`config.mk`:
```
export PLATFORM = sky130hd
export DESIGN_NAME = mrs_port
export DESIGN_NICKNAME = d
export VERILOG_FILES = /design/src/mrs_pkg.sv /design/src/mrs_char.sv /design/src/mrs_port.sv
export VERILOG_INCLUDE_DIRS = /design/src
export SDC_FILE = /design/constraint.sdc
export NUM_CORES = 1
export LEC_CHECK = 0
export ABC_AREA = 0
export BUFFER_PORTS_ARGS = -buffer_cell sky130_fd_sc_hd__buf_2
export CAP_MARGIN = 20
export CELL_PAD_IN_SITES_DETAIL_PLACEMENT = 2
export CELL_PAD_IN_SITES_GLOBAL_PLACEMENT = 2
export CORE_MARGIN = 2
export CORE_UTILIZATION = 40
export CTS_CLUSTER_DIAMETER = 100
export DETAILED_ROUTE_END_ITERATION = 16
export PLACE_DENSITY = 0.88
export SKIP_LAST_GASP = 1
export SYNTH_ARGS = -nofsm -noshare
export SYNTH_HDL_FRONTEND = slang
export SYNTH_SLANG_ARGS = --single-unit
```
`constraint.sdc`:
```
create_clock -name clk -period 11.45 [get_ports clk]
set_input_delay 0.5725 -clock clk [delete_from_list [all_inputs] [get_ports clk]]
set_output_delay 0.5725 -clock clk [all_outputs]
set_load 0.02 [all_outputs]
```
`src/mrs_cfg.svh`:
```
// register map, field positions, reset values and timing for the rtu port
`ifndef MRS_CFG_SVH
`define MRS_CFG_SVH
`define MRS_A_CTRL     8'h00
`define MRS_A_COMMIT   8'h04
`define MRS_A_BAUD     8'h08
`define MRS_A_TMO      8'h0C
`define MRS_A_ADDR     8'h10
`define MRS_A_PRE      8'h14
`define MRS_A_STAT     8'h18
`define MRS_A_MASK     8'h1C
`define MRS_A_TOCNT    8'h20
`define MRS_A_TXD      8'h24
`define MRS_A_GO       8'h28
`define MRS_A_RXD      8'h2C
`define MRS_A_W32      8'h30
`define MRS_A_W32C     8'h34
`define MRS_A_W32O     8'h38
`define MRS_CTRL_W     5
`define MRS_CTRL_RST   5'h01
`define MRS_BAUD_RST   3'h4
`define MRS_TMO_RST    8'h05
`define MRS_ADDR_RST   8'h01
`define MRS_PRE_RST    16'h0032
`define MRS_ST_TXDONE  0
`define MRS_ST_RXBYTE  1
`define MRS_ST_NORESP  2
`define MRS_ST_RESP    3
`define MRS_ST_RXERR   4
`define MRS_ST_W       5
`define MRS_CLK_HZ     200000000
`define MRS_MS_PER_S   1000
`define MRS_TENTH_MS   100
`define MRS_IDLE_BITS  40
`define MRS_DATA_BITS  8
`define MRS_TXBUF_LEN  16
`define MRS_BAUD_0     1200
`define MRS_BAUD_1     2400
`define MRS_BAUD_2     4800
`define MRS_BAUD_3     9600
`define MRS_BAUD_4     19200
`define MRS_BAUD_5     38400
`endif

```
`src/mrs_pkg.sv`:
```
// types shared by the rtu port modules
`default_nettype none
package mrs_pkg;
   typedef struct packed {
      logic hi_first;
      logic stop2;
      logic par_odd;
      logic par_en;
      logic master;
   } mrs_cfg_t;
   typedef enum logic [4:0] {
      ST_IDLE = 5'h01,
      ST_PRE  = 5'h02,
      ST_SEND = 5'h04,
      ST_WAIT = 5'h08,
      ST_GAP  = 5'h10
   } mrs_state_t;
endpackage : mrs_pkg
`default_nettype wire

```
`src/mrs_char.sv`:
```
// character engine: one rtu character out and in, with parity and stops
`timescale 1ns/1ps
`default_nettype none
module mrs_char #(
   parameter int DW = 18
) (
   // clock and reset
   input  wire logic          clk,
   input  wire logic          sys_rst,
   // format
   input  wire logic [DW-1:0] div,
   input  wire mrs_pkg::mrs_cfg_t cfg,
   // transmit
   input  wire logic          tx_go,
   input  wire logic [7:0]    tx_byte,
   output logic               tx_busy,
   output logic               tx_done,
   output logic               txd,
   // receive
   input  wire logic          rxd,
   output logic               rx_valid,
   output logic [7:0]         rx_byte,
   output logic               rx_err,
   output logic               rx_busy,
   output logic               bit_tick
);
   logic [DW-1:0] tcnt_ff, rcnt_ff, bcnt_ff;
   logic [11:0]   tsh_ff;
   logic [3:0]    tnb_ff, rnb_ff;
   logic [10:0]   rbuf_ff;
   logic          s1_ff, s2_ff;
   logic          par_bit;

   // even parity by default, inverted for odd
   assign par_bit = (^tx_byte) ^ cfg.par_odd;

   always_ff @(posedge clk or posedge sys_rst) begin
      if (sys_rst) begin
         tsh_ff  <= 12'hFFF;
         tnb_ff  <= 4'h0;
         tcnt_ff <= '0;
         tx_busy <= 1'b0;
         tx_done <= 1'b0;
      end else begin
         tx_done <= 1'b0;
         if (tx_go && !tx_busy) begin
            // always 8 data bits, whatever the format
            tsh_ff  <= {2'b11, cfg.par_en ? par_bit : 1'b1, tx_byte, 1'b0};
            tnb_ff  <= 4'(10 + 32'(cfg.par_en) + 32'(cfg.stop2));
            tcnt_ff <= div;
            tx_busy <= 1'b1;
         end else if (tx_busy) begin
            if (tcnt_ff == '0) begin
               tcnt_ff <= div;
               tsh_ff  <= {1'b1, tsh_ff[11:1]};
               tnb_ff  <= tnb_ff - 4'h1;
               if (tnb_ff == 4'h1) begin
                  tx_busy <= 1'b0;
                  tx_done <= 1'b1;
               end
            end else begin
               tcnt_ff <= tcnt_ff - 1'b1;
            end
         end
      end
   end

   always_ff @(posedge clk or posedge sys_rst) begin
      if (sys_rst) txd <= 1'b1;
      else         txd <= tx_busy ? tsh_ff[0] : 1'b1;
   end

   // pin is asynchronous to clk
   always_ff @(posedge clk or posedge sys_rst) begin
      if (sys_rst) begin
         s1_ff <= 1'b1;
         s2_ff <= 1'b1;
      end else begin
         s1_ff <= rxd;
         s2_ff <= s1_ff;
      end
   end

   always_ff @(posedge clk or posedge sys_rst) begin
      if (sys_rst) begin
         rx_busy  <= 1'b0;
         rcnt_ff  <= '0;
         rnb_ff   <= 4'h0;
         rbuf_ff  <= '0;
         rx_valid <= 1'b0;
         rx_byte  <= 8'h00;
         rx_err   <= 1'b0;
      end else begin
         rx_valid <= 1'b0;
         if (!rx_busy) begin
            if (!s2_ff) begin
               rx_busy <= 1'b1;
               rcnt_ff <= div >> 1;
               rnb_ff  <= 4'h0;
            end
         end else if (rcnt_ff != '0) begin
            rcnt_ff <= rcnt_ff - 1'b1;
         end else begin
            rcnt_ff           <= div;
            rbuf_ff[rnb_ff]   <= s2_ff;
            rnb_ff            <= rnb_ff + 4'h1;
            // glitch shorter than half a bit is not a start
            if (rnb_ff == 4'h0 && s2_ff) begin
               rx_busy <= 1'b0;
            end else if (rnb_ff == 4'(9 + 32'(cfg.par_en))) begin
               rx_busy  <= 1'b0;
               rx_valid <= 1'b1;
               rx_byte  <= rbuf_ff[8:1];
               rx_err   <= !s2_ff || (cfg.par_en &&
                  (rbuf_ff[9] != ((^rbuf_ff[8:1]) ^ cfg.par_odd)));
            end
         end
      end
   end

   always_ff @(posedge clk or posedge sys_rst) begin
      if (sys_rst) begin
         bcnt_ff  <= '0;
         bit_tick <= 1'b0;
      end else begin
         bit_tick <= (bcnt_ff == '0);
         bcnt_ff  <= (bcnt_ff == '0) ? div : bcnt_ff - 1'b1;
      end
   end
endmodule : mrs_char
`default_nettype wire

```
`src/mrs_port.sv`:
```
// rtu serial port: apb registers, master/slave sequencing, rs485 driver
//
// Contract
// Master or slave per stored selection; changes apply only on commit.
// Standard bit rates up to 38400 baud selectable.
// Every character carries exactly eight data bits.
// Parity mode and stop bit count are configurable.
// Master waits up to response time; timer unused in slave mode.
// Response limit counts in tenths of a second.
// Expired wait counts a timeout and flags no-response.
// Zero limit: no wait, every master query ends no-response.
// Slave answers only its own station number; unused as master.
// Driver enabled for the turnaround delay before the first character.
// Turnaround delay also inserted as gap between queries.
// Fifty milliseconds turnaround is the recommended working value.
// A 32-bit value spans two consecutive 16-bit registers.
// Slave uses global word order; master uses per-entry order.
// High-first puts upper 16 bits in lower-numbered register.
// Word order affects only 32-bit values, never 16-bit ones.
// Driver released after final stop bit of last character.
//
// Our own choices: register access over APB and the register addresses.
`include "mrs_cfg.svh"
`timescale 1ns/1ps
`default_nettype none
module mrs_port #(
   parameter int CLK_HZ = `MRS_CLK_HZ,
   parameter int MS_CYC = `MRS_CLK_HZ / `MRS_MS_PER_S,
   parameter int DW     = 18
) (
   // clock and reset
   input  wire logic        clk,
   input  wire logic        sys_rst,
   // apb slave
   input  wire logic        psel,
   input  wire logic        penable,
   input  wire logic        pwrite,
   input  wire logic [7:0]  paddr,
   input  wire logic [31:0] pwdata,
   output logic [31:0]      prdata,
   output logic             pready,
   output logic             pslverr,
   // interrupt
   output logic             irq,
   // rs485 line
   input  wire logic        rxd,
   output logic             txd,
   output logic             drv_en
);
   if (MS_CYC < 1 || DW < 8 || (CLK_HZ / `MRS_BAUD_0) >= (1 << DW))
   begin : g_bad_param
      $error("mrs_port: parameters out of range");
   end

   mrs_pkg::mrs_cfg_t   pend_ff, act_ff;
   mrs_pkg::mrs_state_t st_ff;
   logic [2:0]  baud_ff;
   logic [7:0]  tmo_ff, addr_ff;
   logic [15:0] pre_ff, tocnt_ff;
   logic [`MRS_ST_W-1:0] stat_ff, mask_ff, ev;
   logic [7:0]  txm [`MRS_TXBUF_LEN];
   logic [4:0]  wptr_ff, rptr_ff, len_ff;
   logic        go_ff, sent_ff;
   logic [31:0] w32_ff, rd_mux;
   logic [1:0]  w32c_ff;
   logic [9:0]  rxd_ff;
   logic [23:0] ms_ff;
   logic [31:0] pcnt_ff;
   logic        ms_tick;
   logic [5:0]  idle_ff;
   logic        first_ff, hit_ff;
   logic        acc, wr, rd_ok;
   logic        tx_go, tx_busy, tx_done, rx_valid, rx_err, rx_busy;
   logic        bit_tick;
   logic [7:0]  rx_byte;
   logic [DW-1:0] div;
   logic        accept, got_resp;

   // tick divisor per rate code
   function automatic logic [DW-1:0] baud_div(input logic [2:0] c);
      case (c)
         3'h0:    return DW'(CLK_HZ / `MRS_BAUD_0 - 1);
         3'h1:    return DW'(CLK_HZ / `MRS_BAUD_1 - 1);
         3'h2:    return DW'(CLK_HZ / `MRS_BAUD_2 - 1);
         3'h3:    return DW'(CLK_HZ / `MRS_BAUD_3 - 1);
         3'h4:    return DW'(CLK_HZ / `MRS_BAUD_4 - 1);
         default: return DW'(CLK_HZ / `MRS_BAUD_5 - 1);
      endcase
   endfunction : baud_div

   // lower-numbered register in [15:0], next one in [31:16]
   function automatic logic [31:0] word_order(input logic [31:0] v,
                                              input logic is32,
                                              input logic hi);
      return (is32 && hi) ? {v[15:0], v[31:16]} : v;
   endfunction : word_order

   assign div = baud_div(baud_ff);
   assign acc = psel && penable && pready;
   assign wr  = acc && pwrite;

   // apb: one wait state, answer registered
   always_ff @(posedge clk or posedge sys_rst) begin
      if (sys_rst) begin
         pready  <= 1'b0;
         prdata  <= 32'h0000_0000;
         pslverr <= 1'b0;
      end else begin
         pready  <= psel && penable && !pready;
         pslverr <= psel && penable && !pready && !rd_ok;
         if (psel && penable && !pready && !pwrite)
            prdata <= rd_ok ? rd_mux : 32'h0000_0000;
      end
   end

   always_comb begin
      rd_ok  = 1'b1;
      rd_mux = 32'h0000_0000;
      case (paddr)
         `MRS_A_CTRL:   rd_mux = 32'(pend_ff);
         `MRS_A_COMMIT: rd_mux = 32'(act_ff);
         `MRS_A_BAUD:   rd_mux = 32'(baud_ff);
         `MRS_A_TMO:    rd_mux = 32'(tmo_ff);
         `MRS_A_ADDR:   rd_mux = 32'(addr_ff);
         `MRS_A_PRE:    rd_mux = 32'(pre_ff);
         `MRS_A_STAT:   rd_mux = 32'(stat_ff);
         `MRS_A_MASK:   rd_mux = 32'(mask_ff);
         `MRS_A_TOCNT:  rd_mux = 32'(tocnt_ff);
         `MRS_A_TXD:    rd_mux = 32'(wptr_ff);
         `MRS_A_GO:     rd_mux = {27'h0, st_ff};
         `MRS_A_RXD:    rd_mux = 32'(rxd_ff);
         `MRS_A_W32:    rd_mux = w32_ff;
         `MRS_A_W32C:   rd_mux = 32'(w32c_ff);
         // slave: global order; master: the entry's own bit
         `MRS_A_W32O:   rd_mux = word_order(w32_ff, w32c_ff[1],
                           act_ff.master ? w32c_ff[0] : act_ff.hi_first);
         default:       rd_ok  = 1'b0;
      endcase
   end

   // settings; mode, parity and stops only move on commit, the rate applies at once
   always_ff @(posedge clk or posedge sys_rst) begin
      if (sys_rst) begin
         pend_ff <= `MRS_CTRL_RST;
         act_ff  <= `MRS_CTRL_RST;
         baud_ff <= `MRS_BAUD_RST;
         tmo_ff  <= `MRS_TMO_RST;
         addr_ff <= `MRS_ADDR_RST;
         pre_ff  <= `MRS_PRE_RST;
         mask_ff <= '0;
         w32_ff  <= 32'h0000_0000;
         w32c_ff <= 2'h0;
      end else if (wr) begin
         case (paddr)
            `MRS_A_CTRL:   pend_ff <= pwdata[`MRS_CTRL_W-1:0];
            `MRS_A_COMMIT: act_ff  <= pend_ff;
            `MRS_A_BAUD:   baud_ff <= pwdata[2:0];
            `MRS_A_TMO:    tmo_ff  <= pwdata[7:0];
            `MRS_A_ADDR:   addr_ff <= pwdata[7:0];
            `MRS_A_PRE:    pre_ff  <= pwdata[15:0];
            `MRS_A_MASK:   mask_ff <= pwdata[`MRS_ST_W-1:0];
            `MRS_A_W32:    w32_ff  <= pwdata;
            `MRS_A_W32C:   w32c_ff <= pwdata[1:0];
            default: ;
         endcase
      end
   end

   // transmit buffer, filled by software between frames
   always_ff @(posedge clk) begin
      if (wr && paddr == `MRS_A_TXD && wptr_ff < 5'(`MRS_TXBUF_LEN))
         txm[wptr_ff[3:0]] <= pwdata[7:0];
   end

   always_ff @(posedge clk or posedge sys_rst) begin
      if (sys_rst) begin
         wptr_ff <= 5'h00;
         len_ff  <= 5'h00;
         go_ff   <= 1'b0;
      end else begin
         if (wr && paddr == `MRS_A_TXD && wptr_ff < 5'(`MRS_TXBUF_LEN))
            wptr_ff <= wptr_ff + 5'h01;
         // start refused while busy or with nothing queued
         if (wr && paddr == `MRS_A_GO && st_ff == mrs_pkg::ST_IDLE &&
             !go_ff && wptr_ff != 5'h00) begin
            go_ff   <= 1'b1;
            len_ff  <= wptr_ff;
            wptr_ff <= 5'h00;
         end else if (st_ff == mrs_pkg::ST_PRE) begin
            go_ff <= 1'b0;
         end
      end
   end

   // 1 ms base, restarted when a frame starts, when sending ends and when the wait ends
   assign ms_tick = (pcnt_ff == 32'(MS_CYC - 1));

   always_ff @(posedge clk or posedge sys_rst) begin
      if (sys_rst) begin
         st_ff    <= mrs_pkg::ST_IDLE;
         drv_en   <= 1'b0;
         pcnt_ff  <= 32'h0000_0000;
         ms_ff    <= 24'h00_0000;
         rptr_ff  <= 5'h00;
         sent_ff  <= 1'b0;
         tocnt_ff <= 16'h0000;
      end else begin
         pcnt_ff <= ms_tick ? 32'h0000_0000 : pcnt_ff + 32'h1;
         if (ms_tick) ms_ff <= ms_ff + 24'h1;
         unique case (st_ff)
            mrs_pkg::ST_IDLE: begin
               if (go_ff) begin
                  st_ff   <= mrs_pkg::ST_PRE;
                  drv_en  <= 1'b1;
                  pcnt_ff <= 32'h0000_0000;
                  ms_ff   <= 24'h00_0000;
                  rptr_ff <= 5'h00;
                  sent_ff <= 1'b0;
               end
            end
            mrs_pkg::ST_PRE: begin
               if (ms_ff >= 24'(pre_ff)) st_ff <= mrs_pkg::ST_SEND;
            end
            mrs_pkg::ST_SEND: begin
               if (tx_go) begin
                  rptr_ff <= rptr_ff + 5'h01;
                  sent_ff <= 1'b1;
               end
               if (tx_done && rptr_ff == len_ff) begin
                  drv_en  <= 1'b0;
                  pcnt_ff <= 32'h0000_0000;
                  ms_ff   <= 24'h00_0000;
                  if (!act_ff.master) begin
                     st_ff <= mrs_pkg::ST_IDLE;
                  end else if (tmo_ff == 8'h00) begin
                     st_ff    <= mrs_pkg::ST_GAP;
                     tocnt_ff <= tocnt_ff + 16'h0001;
                  end else begin
                     st_ff <= mrs_pkg::ST_WAIT;
                  end
               end
            end
            mrs_pkg::ST_WAIT: begin
               if (got_resp || ms_ff >= 24'(tmo_ff) * 24'(`MRS_TENTH_MS))
               begin
                  st_ff   <= mrs_pkg::ST_GAP;
                  pcnt_ff <= 32'h0000_0000;
                  ms_ff   <= 24'h00_0000;
                  if (!got_resp) tocnt_ff <= tocnt_ff + 16'h0001;
               end
            end
            mrs_pkg::ST_GAP: begin
               // quiet bus before the next query
               if (ms_ff >= 24'(pre_ff)) st_ff <= mrs_pkg::ST_IDLE;
            end
         endcase
      end
   end

   assign tx_go = (st_ff == mrs_pkg::ST_SEND) && !tx_busy && !tx_done &&
                  (rptr_ff != len_ff) && !(sent_ff && rptr_ff == 5'h00);
   // a response during the wait is any first byte heard back
   assign got_resp = (st_ff == mrs_pkg::ST_WAIT) && accept;

   // frame boundary: line silent for about four characters
   always_ff @(posedge clk or posedge sys_rst) begin
      if (sys_rst) begin
         idle_ff  <= 6'h00;
         first_ff <= 1'b1;
         hit_ff   <= 1'b0;
         rxd_ff   <= 10'h000;
      end else begin
         if (rx_busy || rx_valid) idle_ff <= 6'h00;
         else if (bit_tick && idle_ff != 6'(`MRS_IDLE_BITS))
            idle_ff <= idle_ff + 6'h01;
         if (idle_ff == 6'(`MRS_IDLE_BITS)) first_ff <= 1'b1;
         if (rx_valid) begin
            first_ff <= 1'b0;
            // station number only matters in slave mode
            if (first_ff) hit_ff <= (rx_byte == addr_ff);
         end
         if (accept) rxd_ff <= {first_ff, rx_err, rx_byte};
      end
   end

   assign accept = rx_valid && !drv_en && (act_ff.master ||
                   (first_ff ? (rx_byte == addr_ff) : hit_ff));

   // sticky status, set wins over a same-cycle clear
   always_comb begin
      ev = '0;
      ev[`MRS_ST_TXDONE] = tx_done && rptr_ff == len_ff &&
                           st_ff == mrs_pkg::ST_SEND;
      ev[`MRS_ST_RXBYTE] = accept;
      ev[`MRS_ST_NORESP] = (st_ff == mrs_pkg::ST_SEND && ev[`MRS_ST_TXDONE]
                           && act_ff.master && tmo_ff == 8'h00) ||
                           (st_ff == mrs_pkg::ST_WAIT && !got_resp &&
                           ms_ff >= 24'(tmo_ff) * 24'(`MRS_TENTH_MS));
      ev[`MRS_ST_RESP]   = got_resp;
      ev[`MRS_ST_RXERR]  = accept && rx_err;
   end

   always_ff @(posedge clk or posedge sys_rst) begin
      if (sys_rst) begin
         stat_ff <= '0;
         irq     <= 1'b0;
      end else begin
         stat_ff <= (stat_ff & ~((wr && paddr == `MRS_A_STAT) ?
                    pwdata[`MRS_ST_W-1:0] : '0)) | ev;
         irq     <= |(stat_ff & mask_ff);
      end
   end

   mrs_char #(
      .DW (DW)
   ) u_char (
      .clk      (clk),
      .sys_rst  (sys_rst),
      .div      (div),
      .cfg      (act_ff),
      .tx_go    (tx_go),
      .tx_byte  (txm[rptr_ff[3:0]]),
      .tx_busy  (tx_busy),
      .tx_done  (tx_done),
      .txd      (txd),
      .rxd      (rxd),
      .rx_valid (rx_valid),
      .rx_byte  (rx_byte),
      .rx_err   (rx_err),
      .rx_busy  (rx_busy),
      .bit_tick (bit_tick)
   );
endmodule : mrs_port
`default_nettype wire

```
==> impl_results.md <==
* Worst-Margin Slew at 1.116 ns
* Worst R2R Start: tmo_ff[2]
* Sw frac at 24.25%
* Main flop type after synthesis: dfrtp_1
* CTS tree: yes
* CP Buf/Inv Count at 1
* Number of nets in the layout at 2252
* Cell area after synthesis at 23050 sq um
* Clk pwr share at 48.5%
* Req. time, crit path at 11.96 ns
* Crit path capture type: register
* H-Tree Level Count at 2
* Max Freq at 0.1522 GHz
* Status: finished, final reports clean
* Number of synthesized register bits at 463
* Final setup fails at 0
* Util after Layout at 45.89%
* Vias at approximately 18000
* Distinct cells, synth at 82
* Vias in the first global route at 20457
* Buffers on Ports at 82
* Slew Limit Fails at 0
* Pin count of the biggest net entering global routing at between 100 and 150
* Worst path cell trace: inv_1 > ha_1 > ha_1 > fa_1 > ha_1 > a21oi_1 > nor2_1 > nor2_1 > o21bai_1 > a21oi_1 > o21bai_1 > a21oi_1 > xnor2_1 > ha_1 > a2111oi_0 > o21ai_0 > a21oi_1 > a31o_2 > nor2_1 > or2_2 > nor2_1
* Routability cong. at a little under 0.9
* Final Hold Vio Count at 0
* DRC Markers at 0
* Slew margin rel. at 24.91%
* CTS buffer count at 53
* Gr ovfl total at 0
* Critical Path Sink: pcnt_ff[6]
* VDD IR-drop max at 0.09395 mV
* Cell Pwr Density at 142.2 nW/um^2
* Cts repair resizes at 0
* Core Area at about 57000 sq um
* Total wire length at around 90 mm
* Lkg Pwr at 11.01 nW
* Worst Path Max Fanout at 32
* Hpwl dp at 53.06 mm
* Mapped Avg Cell Area at 11.21 sq um
* RR Endpoint: pcnt_ff[6]
* Minimum clock period at between 6 and 7 ns
* Yosys warns at 0
* GRT Total Usage at between 20 and 30%
* Initial core utilization at 40.65%
* Hold Crit Class: primary input to register
* Initial antenna violation count at 4
* Cells after Synth at 2057
* Clock skew at 0.03870 ns
* Slowest stage delay, CP at about 0.62 ns
* Post-route insts no fill at 2921
* Ratio of cells with drive above 1 in the final layout at 18.32%
* Worst setup startpoint: tmo_ff[2]
* TNS Setup at 0 ns
* Worst reg-to-reg setup slack at slightly below 5 ns
* Slowest stage cell, crit path: dfstp_2
* Synth-to-layout area growth at 12.88%
* Cell Int Power at 2.803 mW
* Seq/Total Area, Yosys at 53.16%
* Crit path DAT at 7.08 ns
* Die area at 59570 sq um
* IO Count at 83
* EDFF count, synth at 128
* Cell row count at 87
* Num Clock Sinks at 463
* Power share of the sequential group at 47.1%
* Post-CTS setup buffers at 0
* First-pass iteration count of the detailed router at 8
* RSZ-0062 raised after global routing: no
* Routed Antenna Nets at 0
* WL/cell at between 20 and 30 um
* Critical Path Source Type: register
* Async SR Flop Fraction at ~72%
* Vias per std cell at ~6.2
* Clk buf depth at 3
* DRT iter0 DRCs at around 1500
* Total power at ~3.7 mW
* DP Cell Count at 2816
* WP depth at 21
* Crit path kind: register to register
* Net Count, Synth at 2190
* Sw power at 0.8974 mW
* CTS Root Cell: clkbuf_16
* Hold-fix buffers, CTS at 0
* Die Width at 244.1 um
* Clock Latency Late Sink at 0.63 ns
* Top cell family by delay on the critical path: compound AO/OA/AOI/OAI gates
* Worst reg2reg path depth at 21
* First-pass GRT wire length at roughly 130 mm
* Clock-pin slew on the worst setup and hold paths at 0.07 ns
* Die H at 244.1 um
* Part of the cycle the worst path needs at 57.40%
* Part of the power in combinational logic at 4.4%
* Max cap viols at 0
==> cell families (layout without fill, tap and decap cells) <==
| kind of cell | count (synthesis) | after routing | share of synthesized area [%] |
|---|---|---|---|
| xor+xnor | 137 | 137 | 5.205 |
| other cells | 0 | 3 | 0 |
| mux | 169 | 169 | 10.08 |
| compound gates | 365 | 365 | 9.802 |
| buf+inv | 176 | 281 | 2.969 |
| flops | 463 | 463 | 53.16 |
| simple gates | 660 | 660 | 13.96 |
| fa+ha+maj | 87 | 87 | 4.819 |
==> worst register-to-register path, delay by kind of cell, from the launching register on <==
| family | cells | cell delay (ns) |
|---|---|---|
| buffers and inverters | 1 | 0.12 |
| AO/OA/AOI/OAI | 9 | 2.34 |
| XOR/XNOR | 1 | 0.18 |
| flip-flops | 1 | 0.62 |
| adder cells (fa/ha/maj) | 5 | 1.78 |
| AND/OR/NAND/NOR | 5 | 1.42 |
==> cells in the final DEF, fill, tap and decap left out, types with 82 or more instances in the layout <==
cell,synthesis,routed
ha_1,84,84
dfrtp_1,311,310
nand2_1,172,172
nor2_1,211,208
o21ai_0,106,106
edfxtp_1,128,128
xnor2_1,88,88
buf_2,10,82
mux2_2,105,105
a21oi_1,104,104
==> metrics by stage <==
stage | area, sq um | hold WS (ns) | worst slack, ns
6_report | 26030 | 0.05665 | 4.878
5_1_grt | 26020 | 0.04429 | 4.784
4_1_cts | 25970 | 0.03451 | 5.053
3_5_place_dp | 24190 | 0.3722 | 5.512
3_3_place_gp | 24190 | 0.3705 | 5.962
2_1_floorplan | 23050 | 0.3452 | 1.636
==> worst min-delay path by stage <==
stage / to / cells past startpoint / slack, ns / start
2_1_floorplan: u_char.s2_ff / 0 / 0.35 / u_char.s1_ff
3_3_place_gp: u_char.s2_ff / 0 / 0.37 / u_char.s1_ff
3_5_place_dp: u_char.s2_ff / 0 / 0.37 / u_char.s1_ff
4_1_cts: u_char.s1_ff / 1 / 0.03 / rxd
5_1_grt: u_char.s1_ff / 1 / 0.04 / rxd
6_report: u_char.s1_ff / 1 / 0.06 / rxd
==> flip-flops by register name, indices dropped and copies added (netlist names), 6 cells and up <==
| name | flops |
|---|---|
| addr_ff | 8 |
| u_char.rx_byte | 8 |
| u_char.tcnt_ff | 18 |
| u_char.rcnt_ff | 18 |
| tmo_ff | 8 |
| prdata | 32 |
| idle_ff | 6 |
| pre_ff | 16 |
| u_char.tsh_ff | 10 |
| u_char.bcnt_ff | 18 |
| ms_ff | 24 |
| rxd_ff | 10 |
| txm | 128 |
| u_char.rbuf_ff | 9 |
| w32_ff | 32 |
| pcnt_ff | 32 |
| tocnt_ff | 16 |
==> layout make-up <==
type,count,area [sq um]
antenna,3,7.507
clock inverter,28,304.0
clock buffer,70,1471
timing repair buffer,103,585.6
tap,756,945.9
sequential,463,12260
multi-input combinational,1418,10140
inverter,80,307.8
fill,5682,30690
==> cell usage after synthesis, drive strengths merged (15+ instances only) <==
master  number  area share [%]
dfrtp      311              34
nor2       211             3.4
nand2      174             2.9
edfxtp     128              17
o21ai      108             2.3
mux2       105             5.1
a21oi      104             2.3
xnor2       88             3.3
ha          84             4.6
inv         79             1.3
clkbuf      73             1.2
nand3       65             1.5
xor2        49             1.9
nor3        42             1.0
mux4        40             3.9
a22oi       38             1.2
nand4       30            0.81
dfstp       24             2.7
mux2i       24             1.0
buf         23            0.48
a31oi       20            0.54
nor4        20            0.63
and3        18            0.49
o211ai      15            0.49
or3         15            0.47
==> per-layer routing <==
metal / share of wire, % / up-vias / global-route usage (%)
met5: 0.030 / - / 0
met4: 5.1 / 4 / 14.22
met3: 6.1 / 271 / 4.906
met2: 50 / 844 / 50.11
met1: 39 / 9522 / 36.53
li1: - / 7510 / -
==> power by group through the flow <==
stage,logic (mW),clock network (mW),registers (mW)
2_1_floorplan,0.0556,0,1.79
3_3_place_gp,0.148,0,1.77
3_5_place_dp,0.157,0,1.77
4_1_cts,0.163,1.82,1.74
5_1_grt,0.175,1.87,1.74
6_report,0.164,1.79,1.74
(Power assumes the default switching activity.)
